$ cat src/contact_map_pkg.sv
// Purpose: shared constants and types for the contact input function mapper
// Assumes: 50 MHz system clock, AXI4-Lite register access
// Notes: table rows hold one nibble per input, input 1 in the low nibble
package contact_map_pkg;

	// ***************************************************************
	// timing
	// ***************************************************************
	localparam int unsigned CLK_HZ      = 50000000;
	localparam int unsigned HOLD_MS     = 250;
	localparam int unsigned HOLD_CYCLES = CLK_HZ / 1000 * HOLD_MS;

	// ***************************************************************
	// sizes
	// ***************************************************************
	localparam int unsigned NUM_INPUTS  = 8;
	localparam int unsigned MAX_SETTING = 29;
	localparam int unsigned SET_W       = 5;
	localparam int unsigned AXI_ADDR_W  = 4;

	// ***************************************************************
	// register map
	// ***************************************************************
	localparam logic [3:0] OFF_CTRL   = 4'h0;
	localparam logic [3:0] OFF_STATUS = 4'h4;
	localparam logic [3:0] OFF_EVENT  = 4'h8;

	localparam int unsigned CTRL_SET_LSB     = 0;
	localparam int unsigned CTRL_AREA_EN_BIT = 8;
	localparam int unsigned CTRL_RUN_BIT     = 16;
	localparam int unsigned CTRL_MANUAL_BIT  = 17;
	localparam int unsigned CTRL_REMOTE_BIT  = 18;

	localparam int unsigned STAT_LEVEL_LSB = 0;
	localparam int unsigned STAT_MODE_LSB  = 8;
	localparam int unsigned EVENT_W        = 4;

	localparam logic [SET_W-1:0] SET_RESET     = 5'h00;
	localparam logic             AREA_EN_RESET = 1'b0;
	localparam logic             COMM_RUN_RESET    = 1'b0;
	localparam logic             COMM_MANUAL_RESET = 1'b0;
	localparam logic             COMM_REMOTE_RESET = 1'b0;

	localparam logic [1:0] RESP_OKAY   = 2'h0;
	localparam logic [1:0] RESP_SLVERR = 2'h2;

	// ***************************************************************
	// input functions
	// ***************************************************************
	typedef enum logic [3:0] {
		FN_NONE    = 4'b0000,
		FN_RUN     = 4'b0001,
		FN_MANUAL  = 4'b0010,
		FN_REMOTE  = 4'b0011,
		FN_UNLOCK  = 4'b0100,
		FN_DS1     = 4'b0101,
		FN_DS2     = 4'b0110,
		FN_SOAK    = 4'b0111,
		FN_AREA8   = 4'b1000,
		FN_AREA2   = 4'b1001,
		FN_AREASET = 4'b1010,
		FN_OPMODE  = 4'b1011
	} func_e;

	localparam logic [31:0] ASSIGN_TABLE [0:29] = '{
		32'h00000000, 32'h24BBA888, 32'h34BBA888, 32'h54BBA888,
		32'h74BBA888, 32'h14BBA888, 32'h32BBA888, 32'h52BBA888,
		32'h72BBA888, 32'h12BBA888, 32'h53BBA888, 32'h73BBA888,
		32'h13BBA888, 32'h7524A888, 32'h1524A888, 32'h1724A888,
		32'h5324A888, 32'h7324A888, 32'h1324A888, 32'h7234A888,
		32'h1234A888, 32'h1734A888, 32'h7532A888, 32'h1532A888,
		32'h1732A888, 32'h0053A888, 32'hBB3214A9, 32'h00BBA888,
		32'h653214A9, 32'hBB000065
	};

	// ***************************************************************
	// carriers
	// ***************************************************************
	typedef struct packed {
		logic       run;
		logic       manual;
		logic       remote;
		logic       soak_stop;
		logic [2:0] area;
		logic [1:0] op_mode;
	} mode_s;

	typedef struct packed {
		logic area_set;
		logic ds2;
		logic ds1;
		logic unlock;
	} event_s;

endpackage

$ cat src/contact_qualifier.sv
// Purpose: qualifies one contact input by a minimum closed time
// Assumes: contact input synchronous to clk_sys
// Notes: opening drops the level at once; only closure is filtered
`timescale 1ns/1ps
`default_nettype none
module contact_qualifier #(
	parameter int unsigned HOLD = contact_map_pkg::HOLD_CYCLES
) (
	input  wire logic clk_sys,
	input  wire logic rst,
	input  wire logic contact_input,
	output var  logic level,
	output var  logic rise
);
	localparam int unsigned CNT_W = $clog2(HOLD + 1);
	localparam logic [CNT_W-1:0] LAST = CNT_W'(HOLD - 1);

	logic [CNT_W-1:0] cnt_reg;

	// ***************************************************************
	// closed-time counter
	// ***************************************************************
	always_ff @(posedge clk_sys) begin
		if (rst) begin
			cnt_reg <= '0;
			level   <= 1'b0;
		end else if (!contact_input) begin
			cnt_reg <= '0;
			level   <= 1'b0;
		end else if (!level) begin
			cnt_reg <= cnt_reg + CNT_W'(1);
			if (cnt_reg == LAST) begin
				level <= 1'b1;
			end
		end
	end

	// ***************************************************************
	// validated edge
	// ***************************************************************
	always_ff @(posedge clk_sys) begin
		if (rst) begin
			rise <= 1'b0;
		end else begin
			rise <= contact_input && !level && (cnt_reg == LAST);
		end
	end
endmodule
`default_nettype wire

$ cat src/contact_input_function_mapper.sv
// Purpose: maps eight qualified contact inputs to controller functions
// Assumes: AXI4-Lite slave, one clock, synchronous active-high reset
// Notes: assignment setting picks one row of the function table
//
// Chosen here: the AXI4-Lite slave port and the register addresses.
`timescale 1ns/1ps
`default_nettype none
module contact_input_function_mapper #(
	parameter int unsigned HOLD = contact_map_pkg::HOLD_CYCLES,
	parameter int unsigned NUM  = contact_map_pkg::NUM_INPUTS
) (
	input  wire logic                                   clk_sys,
	input  wire logic                                   rst,
	input  wire logic [NUM-1:0]                         contact_input,
	output var  contact_map_pkg::mode_s                 mode,
	output var  contact_map_pkg::event_s                pulses,
	input  wire logic [contact_map_pkg::AXI_ADDR_W-1:0] s_axi_awaddr,
	input  wire logic                                   s_axi_awvalid,
	output logic                                        s_axi_awready,
	input  wire logic [31:0]                            s_axi_wdata,
	input  wire logic [3:0]                             s_axi_wstrb,
	input  wire logic                                   s_axi_wvalid,
	output logic                                        s_axi_wready,
	output var  logic [1:0]                             s_axi_bresp,
	output var  logic                                   s_axi_bvalid,
	input  wire logic                                   s_axi_bready,
	input  wire logic [contact_map_pkg::AXI_ADDR_W-1:0] s_axi_araddr,
	input  wire logic                                   s_axi_arvalid,
	output logic                                        s_axi_arready,
	output var  logic [31:0]                            s_axi_rdata,
	output var  logic [1:0]                             s_axi_rresp,
	output var  logic                                   s_axi_rvalid,
	input  wire logic                                   s_axi_rready
);
	localparam int unsigned AW = contact_map_pkg::AXI_ADDR_W;
	localparam int unsigned SW = contact_map_pkg::SET_W;

	// ***************************************************************
	// helpers
	// ***************************************************************
	function automatic contact_map_pkg::func_e func_of(
		input logic [SW-1:0] setting,
		input int unsigned   idx
	);
		logic [31:0] row;
		row = 32'h00000000;
		if (32'(setting) <= contact_map_pkg::MAX_SETTING) begin
			row = contact_map_pkg::ASSIGN_TABLE[setting];
		end
		return contact_map_pkg::func_e'(row[4*idx +: 4]);
	endfunction

	function automatic logic [31:0] strobe_merge(
		input logic [31:0] old,
		input logic [31:0] data,
		input logic [3:0]  strb
	);
		logic [31:0] res;
		res = old;
		for (int b = 0; b < 4; b++) begin
			if (strb[b]) begin
				res[8*b +: 8] = data[8*b +: 8];
			end
		end
		return res;
	endfunction

	function automatic logic [AW-1:0] word_of(input logic [AW-1:0] a);
		return {a[AW-1:2], 2'b00};
	endfunction

	// ***************************************************************
	// software state
	// ***************************************************************
	logic [SW-1:0]                    setting_reg;
	logic                             area_en_reg;
	logic                             comm_run_reg;
	logic                             comm_manual_reg;
	logic                             comm_remote_reg;
	logic [contact_map_pkg::EVENT_W-1:0] event_reg;

	// ***************************************************************
	// input qualification
	// ***************************************************************
	logic [NUM-1:0] level;
	logic [NUM-1:0] rise;
	contact_map_pkg::func_e fn [NUM];

	genvar gi;
	generate
		for (gi = 0; gi < NUM; gi++) begin : g_in
			contact_qualifier #(
				.HOLD (HOLD)
			) u_qual (
				.clk_sys       (clk_sys),
				.rst           (rst),
				.contact_input (contact_input[gi]),
				.level         (level[gi]),
				.rise          (rise[gi])
			);
			assign fn[gi] = func_of(setting_reg, gi);
		end
	endgenerate

	// ***************************************************************
	// function decode
	// ***************************************************************
	logic       run_asg;
	logic       run_lvl;
	logic       man_asg;
	logic       man_lvl;
	logic       rem_asg;
	logic       rem_lvl;
	logic       soak_lvl;
	logic [2:0] area_bits;
	logic [1:0] opm_bits;
	logic       unlock_hit;
	logic       ds1_hit;
	logic       ds2_hit;
	logic       area_set_hit;

	always_comb begin
		run_asg      = 1'b0;
		run_lvl      = 1'b0;
		man_asg      = 1'b0;
		man_lvl      = 1'b0;
		rem_asg      = 1'b0;
		rem_lvl      = 1'b0;
		soak_lvl     = 1'b0;
		area_bits    = 3'h0;
		opm_bits     = 2'h0;
		unlock_hit   = 1'b0;
		ds1_hit      = 1'b0;
		ds2_hit      = 1'b0;
		area_set_hit = 1'b0;
		for (int i = 0; i < NUM; i++) begin
			case (fn[i])
				contact_map_pkg::FN_RUN: begin
					run_asg = 1'b1;
					run_lvl = run_lvl | level[i];
				end
				contact_map_pkg::FN_MANUAL: begin
					man_asg = 1'b1;
					man_lvl = man_lvl | level[i];
				end
				contact_map_pkg::FN_REMOTE: begin
					rem_asg = 1'b1;
					rem_lvl = rem_lvl | level[i];
				end
				contact_map_pkg::FN_UNLOCK: begin
					unlock_hit = unlock_hit | rise[i];
				end
				contact_map_pkg::FN_DS1: begin
					ds1_hit = ds1_hit | rise[i];
				end
				contact_map_pkg::FN_DS2: begin
					ds2_hit = ds2_hit | rise[i];
				end
				contact_map_pkg::FN_SOAK: begin
					soak_lvl = soak_lvl | level[i];
				end
				contact_map_pkg::FN_AREA8: begin
					if (i < 3) begin
						area_bits[i % 3] = level[i];
					end
				end
				contact_map_pkg::FN_AREA2: begin
					area_bits[0] = level[i];
				end
				contact_map_pkg::FN_AREASET: begin
					area_set_hit = area_set_hit | rise[i];
				end
				contact_map_pkg::FN_OPMODE: begin
					opm_bits[i % 2] = level[i];
				end
				default: begin
				end
			endcase
		end
	end

	// ***************************************************************
	// mode outputs
	// ***************************************************************
	// without a run contact the communication request alone decides
	always_ff @(posedge clk_sys) begin
		if (rst) begin
			mode <= '0;
		end else begin
			mode.run       <= (run_asg ? run_lvl : 1'b1) & comm_run_reg;
			mode.manual    <= man_asg ? man_lvl : comm_manual_reg;
			mode.remote    <= rem_asg ? rem_lvl : comm_remote_reg;
			mode.soak_stop <= soak_lvl;
			mode.area      <= area_bits;
			mode.op_mode   <= opm_bits;
		end
	end

	// ***************************************************************
	// edge outputs
	// ***************************************************************
	logic [contact_map_pkg::EVENT_W-1:0] ev_set;

	assign ev_set = {area_set_hit & area_en_reg, ds2_hit, ds1_hit, unlock_hit};

	always_ff @(posedge clk_sys) begin
		if (rst) begin
			pulses <= '0;
		end else begin
			pulses.unlock   <= unlock_hit;
			pulses.ds1      <= ds1_hit;
			pulses.ds2      <= ds2_hit;
			pulses.area_set <= area_set_hit & area_en_reg;
		end
	end

	// ***************************************************************
	// write channel
	// ***************************************************************
	logic          aw_hold_reg;
	logic          w_hold_reg;
	logic [AW-1:0] awaddr_reg;
	logic [31:0]   wdata_reg;
	logic [3:0]    wstrb_reg;
	logic          aw_hs;
	logic          w_hs;
	logic          wr_fire;
	logic [AW-1:0] wr_addr;
	logic [31:0]   wr_data;
	logic [3:0]    wr_strb;
	logic [31:0]   ctrl_word;
	logic [31:0]   ctrl_new;

	assign s_axi_awready = !aw_hold_reg && !s_axi_bvalid;
	assign s_axi_wready  = !w_hold_reg && !s_axi_bvalid;
	assign aw_hs   = s_axi_awvalid && s_axi_awready;
	assign w_hs    = s_axi_wvalid && s_axi_wready;
	assign wr_fire = (aw_hold_reg || aw_hs) && (w_hold_reg || w_hs);
	assign wr_addr = word_of(aw_hold_reg ? awaddr_reg : s_axi_awaddr);
	assign wr_data = w_hold_reg ? wdata_reg : s_axi_wdata;
	assign wr_strb = w_hold_reg ? wstrb_reg : s_axi_wstrb;
	assign ctrl_new = strobe_merge(ctrl_word, wr_data, wr_strb);

	always_ff @(posedge clk_sys) begin
		if (rst) begin
			aw_hold_reg <= 1'b0;
			w_hold_reg  <= 1'b0;
			awaddr_reg  <= '0;
			wdata_reg   <= 32'h00000000;
			wstrb_reg   <= 4'h0;
		end else begin
			aw_hold_reg <= (aw_hold_reg || aw_hs) && !wr_fire;
			w_hold_reg  <= (w_hold_reg || w_hs) && !wr_fire;
			if (aw_hs) begin
				awaddr_reg <= s_axi_awaddr;
			end
			if (w_hs) begin
				wdata_reg <= s_axi_wdata;
				wstrb_reg <= s_axi_wstrb;
			end
		end
	end

	always_ff @(posedge clk_sys) begin
		if (rst) begin
			s_axi_bvalid <= 1'b0;
			s_axi_bresp  <= contact_map_pkg::RESP_OKAY;
		end else if (wr_fire) begin
			s_axi_bvalid <= 1'b1;
			s_axi_bresp  <= (wr_addr == contact_map_pkg::OFF_CTRL ||
				wr_addr == contact_map_pkg::OFF_EVENT) ?
				contact_map_pkg::RESP_OKAY : contact_map_pkg::RESP_SLVERR;
		end else if (s_axi_bready) begin
			s_axi_bvalid <= 1'b0;
		end
	end

	// ***************************************************************
	// control register
	// ***************************************************************
	always_ff @(posedge clk_sys) begin
		if (rst) begin
			setting_reg     <= contact_map_pkg::SET_RESET;
			area_en_reg     <= contact_map_pkg::AREA_EN_RESET;
			comm_run_reg    <= contact_map_pkg::COMM_RUN_RESET;
			comm_manual_reg <= contact_map_pkg::COMM_MANUAL_RESET;
			comm_remote_reg <= contact_map_pkg::COMM_REMOTE_RESET;
		end else if (wr_fire && wr_addr == contact_map_pkg::OFF_CTRL) begin
			setting_reg     <= ctrl_new[contact_map_pkg::CTRL_SET_LSB +: SW];
			area_en_reg     <= ctrl_new[contact_map_pkg::CTRL_AREA_EN_BIT];
			comm_run_reg    <= ctrl_new[contact_map_pkg::CTRL_RUN_BIT];
			comm_manual_reg <= ctrl_new[contact_map_pkg::CTRL_MANUAL_BIT];
			comm_remote_reg <= ctrl_new[contact_map_pkg::CTRL_REMOTE_BIT];
		end
	end

	// ***************************************************************
	// sticky event register
	// ***************************************************************
	// a new edge in the clearing cycle survives the clear
	always_ff @(posedge clk_sys) begin
		if (rst) begin
			event_reg <= '0;
		end else if (wr_fire && wr_addr == contact_map_pkg::OFF_EVENT) begin
			event_reg <= (event_reg & ~(wr_data[3:0] & {4{wr_strb[0]}})) | ev_set;
		end else begin
			event_reg <= event_reg | ev_set;
		end
	end

	// ***************************************************************
	// read channel
	// ***************************************************************
	logic [31:0] stat_word;
	logic [AW-1:0] rd_addr;

	always_comb begin
		ctrl_word = 32'h00000000;
		ctrl_word[contact_map_pkg::CTRL_SET_LSB +: SW]  = setting_reg;
		ctrl_word[contact_map_pkg::CTRL_AREA_EN_BIT]    = area_en_reg;
		ctrl_word[contact_map_pkg::CTRL_RUN_BIT]        = comm_run_reg;
		ctrl_word[contact_map_pkg::CTRL_MANUAL_BIT]     = comm_manual_reg;
		ctrl_word[contact_map_pkg::CTRL_REMOTE_BIT]     = comm_remote_reg;
	end

	always_comb begin
		stat_word = 32'h00000000;
		stat_word[contact_map_pkg::STAT_LEVEL_LSB +: NUM] = level;
		stat_word[contact_map_pkg::STAT_MODE_LSB +: $bits(mode)] = mode;
	end

	assign s_axi_arready = !s_axi_rvalid;
	assign rd_addr = word_of(s_axi_araddr);

	always_ff @(posedge clk_sys) begin
		if (rst) begin
			s_axi_rvalid <= 1'b0;
			s_axi_rdata  <= 32'h00000000;
			s_axi_rresp  <= contact_map_pkg::RESP_OKAY;
		end else if (s_axi_arvalid && s_axi_arready) begin
			s_axi_rvalid <= 1'b1;
			s_axi_rresp  <= contact_map_pkg::RESP_OKAY;
			case (rd_addr)
				contact_map_pkg::OFF_CTRL: begin
					s_axi_rdata <= ctrl_word;
				end
				contact_map_pkg::OFF_STATUS: begin
					s_axi_rdata <= stat_word;
				end
				contact_map_pkg::OFF_EVENT: begin
					s_axi_rdata <= {28'h0000000, event_reg};
				end
				default: begin
					s_axi_rdata <= 32'h00000000;
					s_axi_rresp <= contact_map_pkg::RESP_SLVERR;
				end
			endcase
		end else if (s_axi_rready) begin
			s_axi_rvalid <= 1'b0;
		end
	end
endmodule
`default_nettype wire

$ cat config.mk
export PLATFORM = sky130hd
export DESIGN_NAME = contact_input_function_mapper
export DESIGN_NICKNAME = d
export VERILOG_FILES = /design/src/contact_map_pkg.sv /design/src/contact_qualifier.sv /design/src/contact_input_function_mapper.sv
export SDC_FILE = /design/constraint.sdc
export NUM_CORES = 1
export LEC_CHECK = 0
export BUFFER_PORTS_ARGS = -buffer_cell sky130_fd_sc_hd__buf_2
export CAP_MARGIN = 20
export CORE_MARGIN = 3
export CORE_UTILIZATION = 40
export DETAILED_ROUTE_END_ITERATION = 6
export GPL_ROUTABILITY_DRIVEN = 0
export HOLD_SLACK_MARGIN = 0.05
export PLACE_DENSITY = 0.59
export SYNTH_ARGS = -nofsm -noshare
export SYNTH_HDL_FRONTEND = slang
export SYNTH_HIERARCHICAL = 1
export SYNTH_SLANG_ARGS = --single-unit
$ cat constraint.sdc
create_clock -name clk_sys -period 3.85 [get_ports clk_sys]
set_clock_uncertainty 0.05 [all_clocks]
set_input_delay 0.5775 -clock clk_sys [delete_from_list [all_inputs] [get_ports clk_sys]]
set_output_delay 0.5775 -clock clk_sys [all_outputs]
set_load 0.01 [all_outputs]
# == Word-level counts from Yosys, hierarchy flattened ==
# Memory sizes are Yosys's and may differ from the RTL's.
# Index checks and enable logic that the tools add are counted.
# totals
in_bits,59
word_cells,429
romBits,1024
out_inout_bits,54
reg_bits,300
mem_count,1
# memory_table
name,depth,width,read_ports,rd_ports_with_merged_regs,wr,line_no,text
(name not given),32,32,1,0,0,contact_input_function_mapper.sv:48,row = contact_map_pkg::ASSIGN_TABLE[setting];
# op_classes
n_lt_le_gt_ge,2
n_reduce_logical,61
add_sub_neg,8
mux,137
n_eq_ne,94
bitwise,74
# ops
operator,n
$add A24 B1 Y24 const B,8
$eq A24 B24 Y1 const B,8
$eq A4 B3 Y1 const B,32
$mux W1,127
$eq A4 B4 Y1 const B,27
$mux W32,3
$eq A4 B2 Y1 const B,16
$pmux W19 S3,1
$or A1 B1 Y1,56
$eq A4 B1 Y1 const B,8
$logic_and A1 B1 Y1,26
$reduce_or A2 Y1,11
$mux W19,1
$logic_not A1 Y1,13
$not A1 Y1,10
$and A4 B4 Y4,2
$logic_not A4 Y1,2
$mux W4,2
$or A4 B4 Y4,2
$ge A6 B6 Y1 const B,1
$not A5 Y6,1
$reduce_and A2 Y1,3
$le A5 B5 Y1 const B,1
$eq A2 B2 Y1 const B,2
8 further kinds,13

# == Logic depth before layout (Yosys ltp) ==
# Gate-level depths: netlist of the first run.
# depth
ltp_word,24
ltp_mapped,10

# == By module ==
# Netlist of the first run, hierarchy kept.
# by_module_without_submodules
module,n_inst,area_per_inst_um2,seq_area_each_um2,cells_per_inst
contact_qualifier (g_in[0].u_qual ...),7,1266.2,520.5,141
contact_input_function_mapper,1,3762.4,1301.2,452
contact_qualifier (g_in[7].u_qual),1,1262.5,520.5,143

# == Least setup slack after synthesis of the first run ==
# OpenSTA, ideal clock, no wires.
# synth_timing
path_kind,register to register
from,register setting_reg[1]
to,register event_reg[0] in the netlist's numbering
path_buffers,1
setup_time_ns,0.074
stages_incl_launch_ff,9
required_ns,3.726
t_arrival_ns,2.571
slack_ns,1.154
period_less_slack_ns,2.696
cell_sequence,dfxtp_1 > clkbuf_1 > inv_1 > ha_1 > mux4_2 > a221oi_2 > nand2_1 > or4b_1 > a31oi_1
# synth_via
elab_chain_cells,23
# synth_lines
item,line_no,text
"start, declared",contact_input_function_mapper.sv:75,logic [SW-1:0] setting_reg;
"start signal, assigned",contact_input_function_mapper.sv:283,setting_reg <= contact_map_pkg::SET_RESET;
"start signal, assigned",contact_input_function_mapper.sv:289,setting_reg <= ctrl_new[contact_map_pkg::CTRL_SET_LSB +: SW];
$not A5 Y6 (not written as such),contact_input_function_mapper.sv:48,
$mem_v2 Z32 W32,-,
$mux W32 (not written as such) (2 in series),contact_input_function_mapper.sv:48,
$mux W32 *,contact_input_function_mapper.sv:47,if (32'(setting) <= contact_map_pkg::MAX_SETTING) begin
$eq A4 B3 Y1,contact_input_function_mapper.sv:137,case (fn[i])
$mux W1,contact_input_function_mapper.sv:137,
$or A1 B1 Y1,contact_input_function_mapper.sv:151,unlock_hit = unlock_hit | rise[i];
$mux W1,contact_input_function_mapper.sv:137,
[6 not listed],-,
$or A1 B1 Y1,contact_input_function_mapper.sv:151,
$mux W1,contact_input_function_mapper.sv:137,
$or A1 B1 Y1,contact_input_function_mapper.sv:151,
$mux W1,contact_input_function_mapper.sv:137,
$or A1 B1 Y1,contact_input_function_mapper.sv:151,
$mux W1 *,contact_input_function_mapper.sv:137,
"$or A4 B4 Y4, on equally long branches","contact_input_function_mapper.sv:307, contact_input_function_mapper.sv:305",
$mux W4 *,contact_input_function_mapper.sv:304,end else if (wr_fire && wr_addr == contact_map_pkg::OFF_EVENT) begin
"end signal, assigned",contact_input_function_mapper.sv:305,event_reg <= (event_reg & ~(wr_data[3:0] & {4{wr_strb[0]}})) | ev_set;
"end signal, assigned",contact_input_function_mapper.sv:307,event_reg <= event_reg | ev_set;
"end, declared",contact_input_function_mapper.sv:80,logic [contact_map_pkg::EVENT_W-1:0] event_reg;
# Every way passes the cells marked *; elsewhere a longest branch is shown, timed or not. The select of a mux whose other input is x is not followed.
# A chain may end at the register's enable or synchronous reset.

# == Final worst setup path of the first run ==
# layout_timing
from,register setting_reg[0]
to,register mode[6] in the netlist's numbering
# layout_via
elab_chain_cells,22
# layout_lines
item,line_no,text
$not A5 Y6 (not written as such),contact_input_function_mapper.sv:48,
$mem_v2 Z32 W32,-,
$mux W32 (not written as such) (2 in series),contact_input_function_mapper.sv:48,
$mux W32 *,contact_input_function_mapper.sv:47,
$eq A4 B2 Y1,contact_input_function_mapper.sv:137,
$mux W1,contact_input_function_mapper.sv:137,
$or A1 B1 Y1,contact_input_function_mapper.sv:148,rem_lvl = rem_lvl | level[i];
$mux W1,contact_input_function_mapper.sv:137,
[5 not listed],-,
$mux W1,contact_input_function_mapper.sv:137,
$or A1 B1 Y1,contact_input_function_mapper.sv:148,
$mux W1,contact_input_function_mapper.sv:137,
$or A1 B1 Y1,contact_input_function_mapper.sv:148,
$mux W1,contact_input_function_mapper.sv:137,
$or A1 B1 Y1,contact_input_function_mapper.sv:148,
$mux W1,contact_input_function_mapper.sv:137,
$mux W1 *,contact_input_function_mapper.sv:192,mode.remote <= rem_asg ? rem_lvl : comm_remote_reg;
"end, declared",contact_input_function_mapper.sv:15,"output var contact_map_pkg::mode_s mode,"
# Marked as above.

==> impl_metrics.py, run 1 <==
metrics = {
    "sta": {
        "holdWs_ns": 0.149,
        "maxSlewViolCount": 0,
        "fin_crit_ns": 3.04,
        "rsz0062_at_grt": "no",
        "setup_violations": 0,
        "setup_tns_ns": 0,
        "worst_slew_pin_slew_ns": 0.931,
        "max_freq_ghz": 0.329,
        "hold_violations": 0,
        "timing.final.crit_share_pct": 79.0,
        "max_slew_margin_pct": 37.9,
    },
    "grt": {
        "antenna_found_initial": 1,
        "grt_overflow": 0,
        "grt.total_usage_pct": 17.1,
        "grt_pass1_wl_um": 53600,
        "grt_pass1_vias": 10585,
        "grt_max_degree": 40,
    },
    "synth": {
        "synthMuxAreaShare_pct": 3.82,
        "synth_cell_types": 79,
        "synth_top_family_by_area": "simple AND/OR/NAND/NOR gates",
        "synth-simple-area-share_pct": 33.2,
        "synth_compound_area_share_pct": 11.2,
        "ys_top_cells_by_area": "dfxtp_1 (39%), nor2_1 (5.3%), or4_1 (4.0%)",
        "async_flop_share_pct": 0,
        "yosys.area.top_type": "dfxtp_1",
        "ys_warn_count": 6,
        "mappedNetlistArea_sq_mm": 0.0139,
        "ys.flop_type": "dfxtp_1",
        "syn_inst": 1582,
        "yosys.area.top_type_share_pct": 39.4,
        "synth_edf_count": 0,
        "synth_xor_area_share_pct": 6.56,
        "syn_avg_cell_area_sq_um": 8.78,
        "ys_seq_elements": 273,
        "yosys.area_share.adder_pct": 1.17,
        "ys_seq_area_share_pct": 39.4,
    },
    "final_layout": {
        "ff_latch_area_sq_mm": 0.00547,
        "final_util_pct": 46.0,
        "layout-drive-gt1-share_pct": 13.0,
        "nFillCells": 3285,
        "layout_commonest_cell": "dfxtp_1",
        "syn2layout_area_growth_pct": 12.2,
        "multi_input_area_sq_mm": 0.00784,
        "final_cell_mix": "dfxtp_1 (273), nor2_1 (197), nand2_1 (121), a21oi_1 (74), or4_1 (74)",
        "stdcell_area_sq_mm": 0.0156,
        "nets": 1681,
        "largest_reg_flops": 192,
    },
    "power": {
        "leakage_uw": 0.00541,
        "combPwrFrac_pct": 5.0,
        "clkPwrFrac_pct": 50.1,
        "switching_power_uw": 1440,
        "ir_worst_vdd_uv": 409,
        "seqPwrFrac_pct": 44.9,
        "internal_power_uw": 5000,
        "netSwitchingFraction_pct": 22.3,
        "finalPower_uw": 6440,
        "power_density_mw_per_mm2": 413,
    },
    "clocking": {
        "cts_tree": "done",
        "insertion_delay_ns": 0.57,
        "ctsResizeCount": 0,
        "clkSinkCount": 273,
        "clk_path_buf_depth": 3,
        "h-tree-depth": 1,
        "cts_inserted_buffers": 31,
        "post_cts_buffers": 0,
        "root_buffer": "clkbuf_16",
        "cts_hold_buf": 0,
        "path_clk_slew_ns": 0.06,
    },
    "floorplan": {
        "die_h_um": 192,
        "initial_core_util_pct": 41.0,
        "io_pins": 113,
        "core_sq_mm": 0.0339,
        "die_area_sq_mm": 0.0370,
        "rows": 67,
        "die_w_um": 192,
    },
    "placement": {
        "io_buffers": 69,
        "post_dp_cell_area_sq_mm": 0.0144,
        "dpl.hpwl_um": 22500,
    },
    "detailed_routing": {
        "wl_per_cell_um": 15.5,
        "drt.antenna.violating_nets": 0,
        "routed-via-count": 11640,
        "drtIter0Drc": 757,
        "wirelength_um": 32300,
        "dr.pass1.iters": 5,
        "viasPerCell": 5.59,
        "drc": 0,
    },
    "setup_path": {
        "reg2reg_from": "setting_reg[0]",
        "r2r_end": "mode[6]",
        "crit_fanout": 14,
        "criticalPathCategory": "register to register",
        "endpoint": "mode[6]",
        "critPathCaptureType": "register",
        "worst_setup_path_start_kind": "register",
        "reg2reg_depth": 7,
        "cp-startpoint": "setting_reg[0]",
        "required_ns": 4.30,
        "r2r_slack_ns": 0.81,
        "arrival_ns": 3.49,
    },
    "status": {
        "status": "finished, final reports clean",
    },
    "min_path": {
        "hold_path.class": "input pin to register",
    },
    "job": {
        "drv_cap": 0,
    },
}
## cells in the mapped netlist, drive strengths merged (3+ instances only)
master    n
dfxtp   273
nor2    197
nand2   121
or4      76
a21oi    74
buf      74
nand3    71
nand4    67
xor2     55
xnor2    49
o21ai    45
mux2i    44
o31ai    40
nor4     37
or3      34
clkbuf   31
and4     28
nor2b    27
inv      23
nor3     22
nand4b   20
o211ai   19
a211oi   18
a22oi    16
nand2b   16
ha       13
nor4b    10
and4b     8
and2      7
and3b     7
a31oi     6
and3      5
o22ai     5
a21o      3
a32oi     3
mux4      3
nand3b    3
nor3b     3
## logic make-up (layout without fill, tap and decap cells)
family                   Yosys count  after routing
adder cells (fa/ha/maj)           13             13
buffers and inverters            128            166
AND/OR/NAND/NOR                  770            770
flip-flops                       273            273
AO/OA/AOI/OAI                    244            244
XOR/XNOR                         104            104
multiplexers                      49             49
other                              1             16
## through the flow
stage | cells | setup slack (ns)
floorplan | 1596 | 1.15
global placement | 2023 | 0.868
detailed placement | 2023 | 0.806
CTS | 2081 | 0.790
global route | 2083 | 0.623
finish | 2083 | 0.809
## layer usage
layer / track usage [%] / share of wire (%) / up-vias
met1: 24.1 / 48 / 5469
met5: 0 / 0 / -
met2: 27.6 / 45 / 233
li1: - / - / 5884
met4: 4.99 / 2.8 / 0
met3: 2.18 / 4.3 / 54
## critical path, stage by stage (launching register included)
cell      delay [ns]
dfxtp_1         0.67
ha_1            0.42
nand2b_2        0.25
o31ai_1         0.09
mux4_2          0.56
or4_1           0.59
a31oi_1         0.16
a21boi_2        0.18
## power by group through the flow
| stage | Combinational (uW) | Sequential, uW | Clock (uW) |
|---|---|---|---|
| after floorplan | 235 | 2940 | 0 |
| after global placement | 311 | 2960 | 0 |
| after detailed placement | 316 | 2960 | 0 |
| after CTS | 317 | 2890 | 3320 |
| after global routing | 358 | 2900 | 3430 |
| final | 321 | 2890 | 3230 |
## final cells by class
cell class | instances | area share (%)
Tap cell | 448 | 3.60
Antenna cell | 1 | 0.0161
Clock buffer | 44 | 5.74
Sequential cell | 273 | 35.1
Inverter | 23 | 0.554
Multi-Input combinational cell | 1195 | 50.3
Timing Repair Buffer | 85 | 3.13
Clock inverter | 14 | 1.58
## worst min path at each step
stage	slack [ns]	from	endpoint	cells past startpoint
after detailed placement	0.40	s_axi_rresp[1]	s_axi_rresp[1]	2
after floorplan	0.38	area_en_reg	pulses[3]	2
after global routing	0.13	s_axi_rready	s_axi_rvalid	2
final	0.15	s_axi_rready	s_axi_rvalid	2
after global placement	0.39	s_axi_rresp[1]	s_axi_rresp[1]	2
after CTS	0.12	s_axi_rready	s_axi_rvalid	2
(Power assumes the default switching activity.)
==> run 2, diff against run 1 <==
clock period = 2.8 ns   (was 3.85 ns; I/O delays follow)
==> impl_metrics.py, run 2 (same netlist as run 1, synthesis figures left out) <==
metrics = {
    "detailed_routing": {
        "drtIter0Drc": 658,
        "dr.pass1.iters": 5,
        "wl_per_cell_um": 15.9,
        "routed-via-count": 11708,
        "drc": 0,
        "viasPerCell": 5.59,
        "wirelength_um": 33300,
        "drt.antenna.violating_nets": 0,
    },
    "final_layout": {
        "layout_commonest_cell": "dfxtp_1",
        "nets": 1697,
        "largest_reg_flops": 192,
        "nFillCells": 3322,
        "syn2layout_area_growth_pct": 12.0,
        "stdcell_area_sq_mm": 0.0156,
        "layout-drive-gt1-share_pct": 13.7,
        "final_cell_mix": "dfxtp_1 (272), nor2_1 (197), nand2_1 (121), a21oi_1 (74), or4_1 (74)",
        "antennaDiodeCount": 0,
    },
    "clocking": {
        "insertion_delay_ns": 0.56,
        "cts_inserted_buffers": 30,
        "h-tree-depth": 1,
        "clkSinkCount": 273,
        "cts_tree": "done",
        "root_buffer": "clkbuf_16",
        "clk_path_buf_depth": 3,
        "post_cts_buffers": 0,
        "path_clk_slew_ns": 0.06,
    },
    "sta": {
        "setup_tns_ns": 0,
        "setup_ws_ns": 0.208,
        "hold_violations": 0,
        "fin_crit_ns": 2.59,
        "worst_slew_pin_slew_ns": 0.691,
        "max_slew_margin_pct": 53.6,
        "setup_violations": 0,
        "timing.final.crit_share_pct": 92.6,
        "maxSlewViolCount": 0,
        "holdWs_ns": 0.0782,
        "max_freq_ghz": 0.386,
        "rsz0062_at_grt": "no",
    },
    "setup_path": {
        "slowest_stage": "mux4_2",
        "critPathCaptureType": "register",
        "r2r_slack_ns": 0.21,
        "reg2reg_depth": 8,
        "r2r_end": "mode[6]",
        "crit_path_max_incr_delay_ns": 0.57,
        "worst_setup_path_start_kind": "register",
        "criticalPathCategory": "register to register",
        "worst-path-stages": 8,
        "path_cells": "buf_4 -> ha_1 -> nand2b_2 -> o31ai_1 -> mux4_2 -> or4_1 -> o311ai_0 -> a21boi_2",
        "crit_fanout": 13,
        "critPathBufInv": 1,
        "required_ns": 3.19,
        "arrival_ns": 2.98,
        "endpoint": "mode[6]",
        "cp-startpoint": "setting_reg[0]",
        "critPathTopFamily": "simple AND/OR/NAND/NOR gates",
        "reg2reg_from": "setting_reg[0]",
    },
    "power": {
        "leakage_uw": 0.00541,
        "ir_worst_vdd_uv": 604,
        "power_density_mw_per_mm2": 539,
    },
    "floorplan": {
        "rows": 67,
        "die_w_um": 192,
        "die_area_sq_mm": 0.0370,
        "io_pins": 113,
        "die_h_um": 192,
        "initial_core_util_pct": 41.0,
        "core_sq_mm": 0.0339,
    },
    "status": {
        "status": "finished, final reports clean",
    },
    "grt": {
        "antenna_found_initial": 0,
        "grt.total_usage_pct": 17.4,
        "grt_pass1_vias": 10805,
        "grt_pass1_wl_um": 54500,
        "grt_overflow": 0,
        "grt_max_degree": 42,
    },
    "placement": {
        "dp_slack_ns": 0.171,
        "dpl.hpwl_um": 23200,
        "post_dp_cell_area_sq_mm": 0.0145,
        "io_buffers": 69,
    },
    "job": {
        "drv_cap": 0,
    },
    "min_path": {
        "hold_path.class": "input pin to register",
    },
}
run 2: cell count changes in the layout (fill, tap and decap cells not counted), moves of 3 or more:
cell and change:
clkinv_2 +3, clkbuf_8 -4, clkinvlp_4 +4, buf_4 +15, bufinv_16 -3
run 2: area by class of cell:
cell class              count  area (sq um)  area share, %
well taps                 448           561           3.60
inverters                  23          86.3          0.555
clock inverters            15           171           1.10
repair buffers            102           613           3.94
multi-input cells        1195          7840           50.4
clock buffers              40           818           5.26
flip-flops and latches    273          5470           35.2
run 2: stage by stage:
stage               cells  power (uW)  util, %
CTS                  2096        8490     45.9
detailed placement   2039        4520     42.9
finish               2096        8390     45.9
floorplan            1596        4370        -
global route         2096        8710     45.9
global placement     2039        4510     42.9
run 2: worst min-delay path by stage:
stage | startpoint | cells past startpoint | to | slack [ns]
3_3_place_gp | s_axi_rresp[1] | 2 | s_axi_rresp[1] | 0.39
4_1_cts | s_axi_wstrb[0] | 3 | wstrb_reg[0] | 0.05
6_report | s_axi_wdata[18] | 3 | wdata_reg[18] | 0.08
3_5_place_dp | s_axi_rresp[1] | 2 | s_axi_rresp[1] | 0.40
5_1_grt | s_axi_wdata[18] | 3 | wdata_reg[18] | 0.07
2_1_floorplan | area_en_reg | 2 | pulses[3] | 0.38
run 2: what timing repair did:
action	4_1_cts	5_1_grt
hold buffers	2	0
setup endpoints to repair	0	1
gates resized for setup	0	1
hold endpoints to repair	2	0
run 2: where the power goes:
group          internal, uW  switching [uW]
clock                  2330            1620
sequential             3930            40.8
combinational           172             293
total                  6430            1960
run 2: worst reg2reg max path: cells and delay by family (launching register included):
kind	cells	cell delay (ns)
buffers and inverters	1	0.20
adders and majority gates	1	0.22
muxes	1	0.57
and+or+nand+nor	2	0.75
DFF	1	0.33
AOI/OAI and AO/OA	3	0.36
run 2: per-layer routing:
metal  up-vias  track usage (%)  part of all wire, %
li1       5891                -                    -
met5         -                0                    0
met1      5533             24.0                   48
met2       219             28.7                   45
met3        65             2.51                  4.5
met4         0             4.40                  2.6
==> run 3, diff against run 2 <==
GPL_TIMING_DRIVEN = 0   (was not set)
RECOVER_POWER = 50   (was not set)
==> impl_metrics.py, run 3 (same netlist as run 1, synthesis figures left out) <==
metrics = {
    "placement": {
        "io_buffers": 68,
        "dpl.hpwl_um": 24800,
        "dp_slack_ns": -0.493,
        "post_dp_cell_area_sq_mm": 0.0148,
        "placed_cells": 2112,
    },
    "floorplan": {
        "core_sq_mm": 0.0339,
        "rows": 67,
        "die_h_um": 192,
        "die_w_um": 192,
        "die_area_sq_mm": 0.0370,
        "initial_core_util_pct": 41.0,
        "io_pins": 113,
    },
    "final_layout": {
        "syn2layout_area_growth_pct": 15.6,
        "layout-drive-gt1-share_pct": 14.4,
        "layout_commonest_cell": "dfxtp_1",
        "largest_reg_flops": 192,
        "layout.cells.non_filler": 2178,
        "final_cell_mix": "dfxtp_1 (271), nor2_1 (197), nand2_1 (121), buf_2 (80)",
        "multi_input_area_sq_mm": 0.00792,
        "nets": 1778,
        "nFillCells": 3310,
        "ff_latch_area_sq_mm": 0.00547,
        "stdcell_area_sq_mm": 0.0161,
    },
    "power": {
        "leakage_uw": 0.00560,
        "combPwrFrac_pct": 5.8,
        "seqPwrFrac_pct": 45.7,
        "finalPower_uw": 8670,
        "power_density_mw_per_mm2": 540,
        "netSwitchingFraction_pct": 22.8,
        "internal_power_uw": 6700,
        "clkPwrFrac_pct": 48.4,
        "switching_power_uw": 1980,
        "ir_worst_vdd_uv": 467,
    },
    "grt": {
        "grt_max_degree": 19,
        "antenna_found_initial": 1,
        "grt_pass1_wl_um": 56000,
        "grt.total_usage_pct": 18.1,
        "grt_pass1_vias": 10915,
        "grt_overflow": 0,
    },
    "setup_path": {
        "critPathBufInv": 3,
        "r2r_slack_ns": 0.04,
        "required_ns": 3.18,
        "crit_fanout": 10,
        "worst_setup_path_start_kind": "register",
        "crit_path_max_incr_delay_ns": 0.49,
        "slowest_stage": "mux4_2",
        "arrival_ns": 3.14,
        "reg2reg_from": "setting_reg[1]",
        "critPathCaptureType": "register",
        "criticalPathCategory": "register to register",
        "path_cells": "buf_8 -> clkinvlp_4 -> ha_4 -> nand2b_2 -> o31ai_1 -> mux4_2 -> buf_4 -> nor4b_1 -> nor2_1 -> a31oi_1",
        "reg2reg_depth": 10,
        "r2r_end": "mode[7]",
        "critPathTopFamily": "simple AND/OR/NAND/NOR gates",
    },
    "clocking": {
        "cts_tree": "done",
        "insertion_delay_ns": 0.57,
        "path_clk_slew_ns": 0.06,
        "cts_inserted_buffers": 31,
        "clk_path_buf_depth": 3,
        "clkSinkCount": 273,
        "h-tree-depth": 1,
        "root_buffer": "clkbuf_16",
    },
    "status": {
        "status": "finished, final reports clean",
    },
    "detailed_routing": {
        "drtIter0Drc": 831,
        "dr.pass1.iters": 5,
        "drt.antenna.violating_nets": 0,
        "viasPerCell": 5.55,
        "wirelength_um": 34300,
        "drc": 0,
        "wl_per_cell_um": 15.7,
        "routed-via-count": 12081,
    },
    "sta": {
        "max_freq_ghz": 0.363,
        "hold_violations": 0,
        "maxSlewViolCount": 0,
        "setup_tns_ns": 0,
        "setup_ws_ns": 0.0423,
        "timing.final.crit_share_pct": 98.5,
        "setup_violations": 0,
        "max_slew_margin_pct": 12.1,
        "worst_slew_pin_slew_ns": 1.32,
        "fin_crit_ns": 2.76,
    },
    "min_path": {
        "min-delay-start": "s_axi_wstrb[2]",
        "hold_path.class": "input pin to register",
        "min_path_cells": 3,
        "min_to": "wstrb_reg[2]",
    },
    "job": {
        "drv_cap": 0,
    },
}
[run 3: cell types whose count changed in the layout (fill, tap and decap cells not counted), sizes merged]
cell / change
clkbuf: +73
bufinv: +1
clkinv: -4
dlygate4sd3: +2
diode: +1
buf: +9
[run 3: final cells by class]
| cell class | count | share of cell area, % |
|---|---|---|
| multi-input cells | 1195 | 49.3 |
| flip-flops and latches | 273 | 34.1 |
| clock buffers | 44 | 5.57 |
| plain buffers | 105 | 3.58 |
| well taps | 448 | 3.49 |
| repair buffers | 77 | 2.31 |
| clock inverters | 12 | 1.07 |
| inverters | 23 | 0.561 |
| diodes | 1 | 0.0156 |
[run 3: per-stage QoR]
step | hold WS, ns | utilization, %
2_1_floorplan | 0.382 | -
3_3_place_gp | 0.409 | 43.8
3_5_place_dp | 0.419 | 43.8
4_1_cts | 0.0578 | 47.3
5_1_grt | 0.0903 | 47.4
6_report | 0.0802 | 47.4
[run 3: worst max path at each step]
stage | slack [ns] | to | from | cells past startpoint
floorplan | 0.10 | event_reg[0] | setting_reg[1] | 8
global route | -0.02 | event_reg[0] | setting_reg[1] | 8
CTS | -0.06 | mode[6] | setting_reg[1] | 9
detailed placement | -0.49 | event_reg[3] | setting_reg[1] | 10
finish | 0.04 | mode[7] | setting_reg[1] | 10
global placement | -0.49 | mode[6] | setting_reg[1] | 8
[run 3: power by group through the flow]
stage | clock, uW | combinational, uW | sequential [uW]
global placement | 0 | 477 | 4050
global route | 4470 | 559 | 3970
CTS | 4330 | 496 | 3970
detailed placement | 0 | 480 | 4050
floorplan | 0 | 323 | 4050
finish | 4200 | 506 | 3970
[run 3: metal layers]
| layer | global-route usage (%) | vias to the layer above | part of all wire [%] |
|---|---|---|---|
| met3 | 2.52 | 55 | 4.8 |
| li1 | - | 6045 | - |
| met5 | 0 | - | 0 |
| met4 | 4.71 | 0 | 2.1 |
| met2 | 29.2 | 253 | 46 |
| met1 | 25.4 | 5728 | 47 |
[run 3: what timing repair did]
| action | 4_1_cts | 5_1_grt |
|---|---|---|
| hold buffers | 4 | 0 |
| endpoints found under the hold margin | 4 | 0 |
| setup buffers | 1 | 4 |
| setup endpoints to repair | 17 | 12 |
| resized for setup | 12 | 14 |
| pin swaps | 1 | 3 |
[run 3: tightest hold or removal path, cell delays in order]
cell and delay, ns:
buf_2 0.10, mux2i_1 0.06, nor2_1 0.08
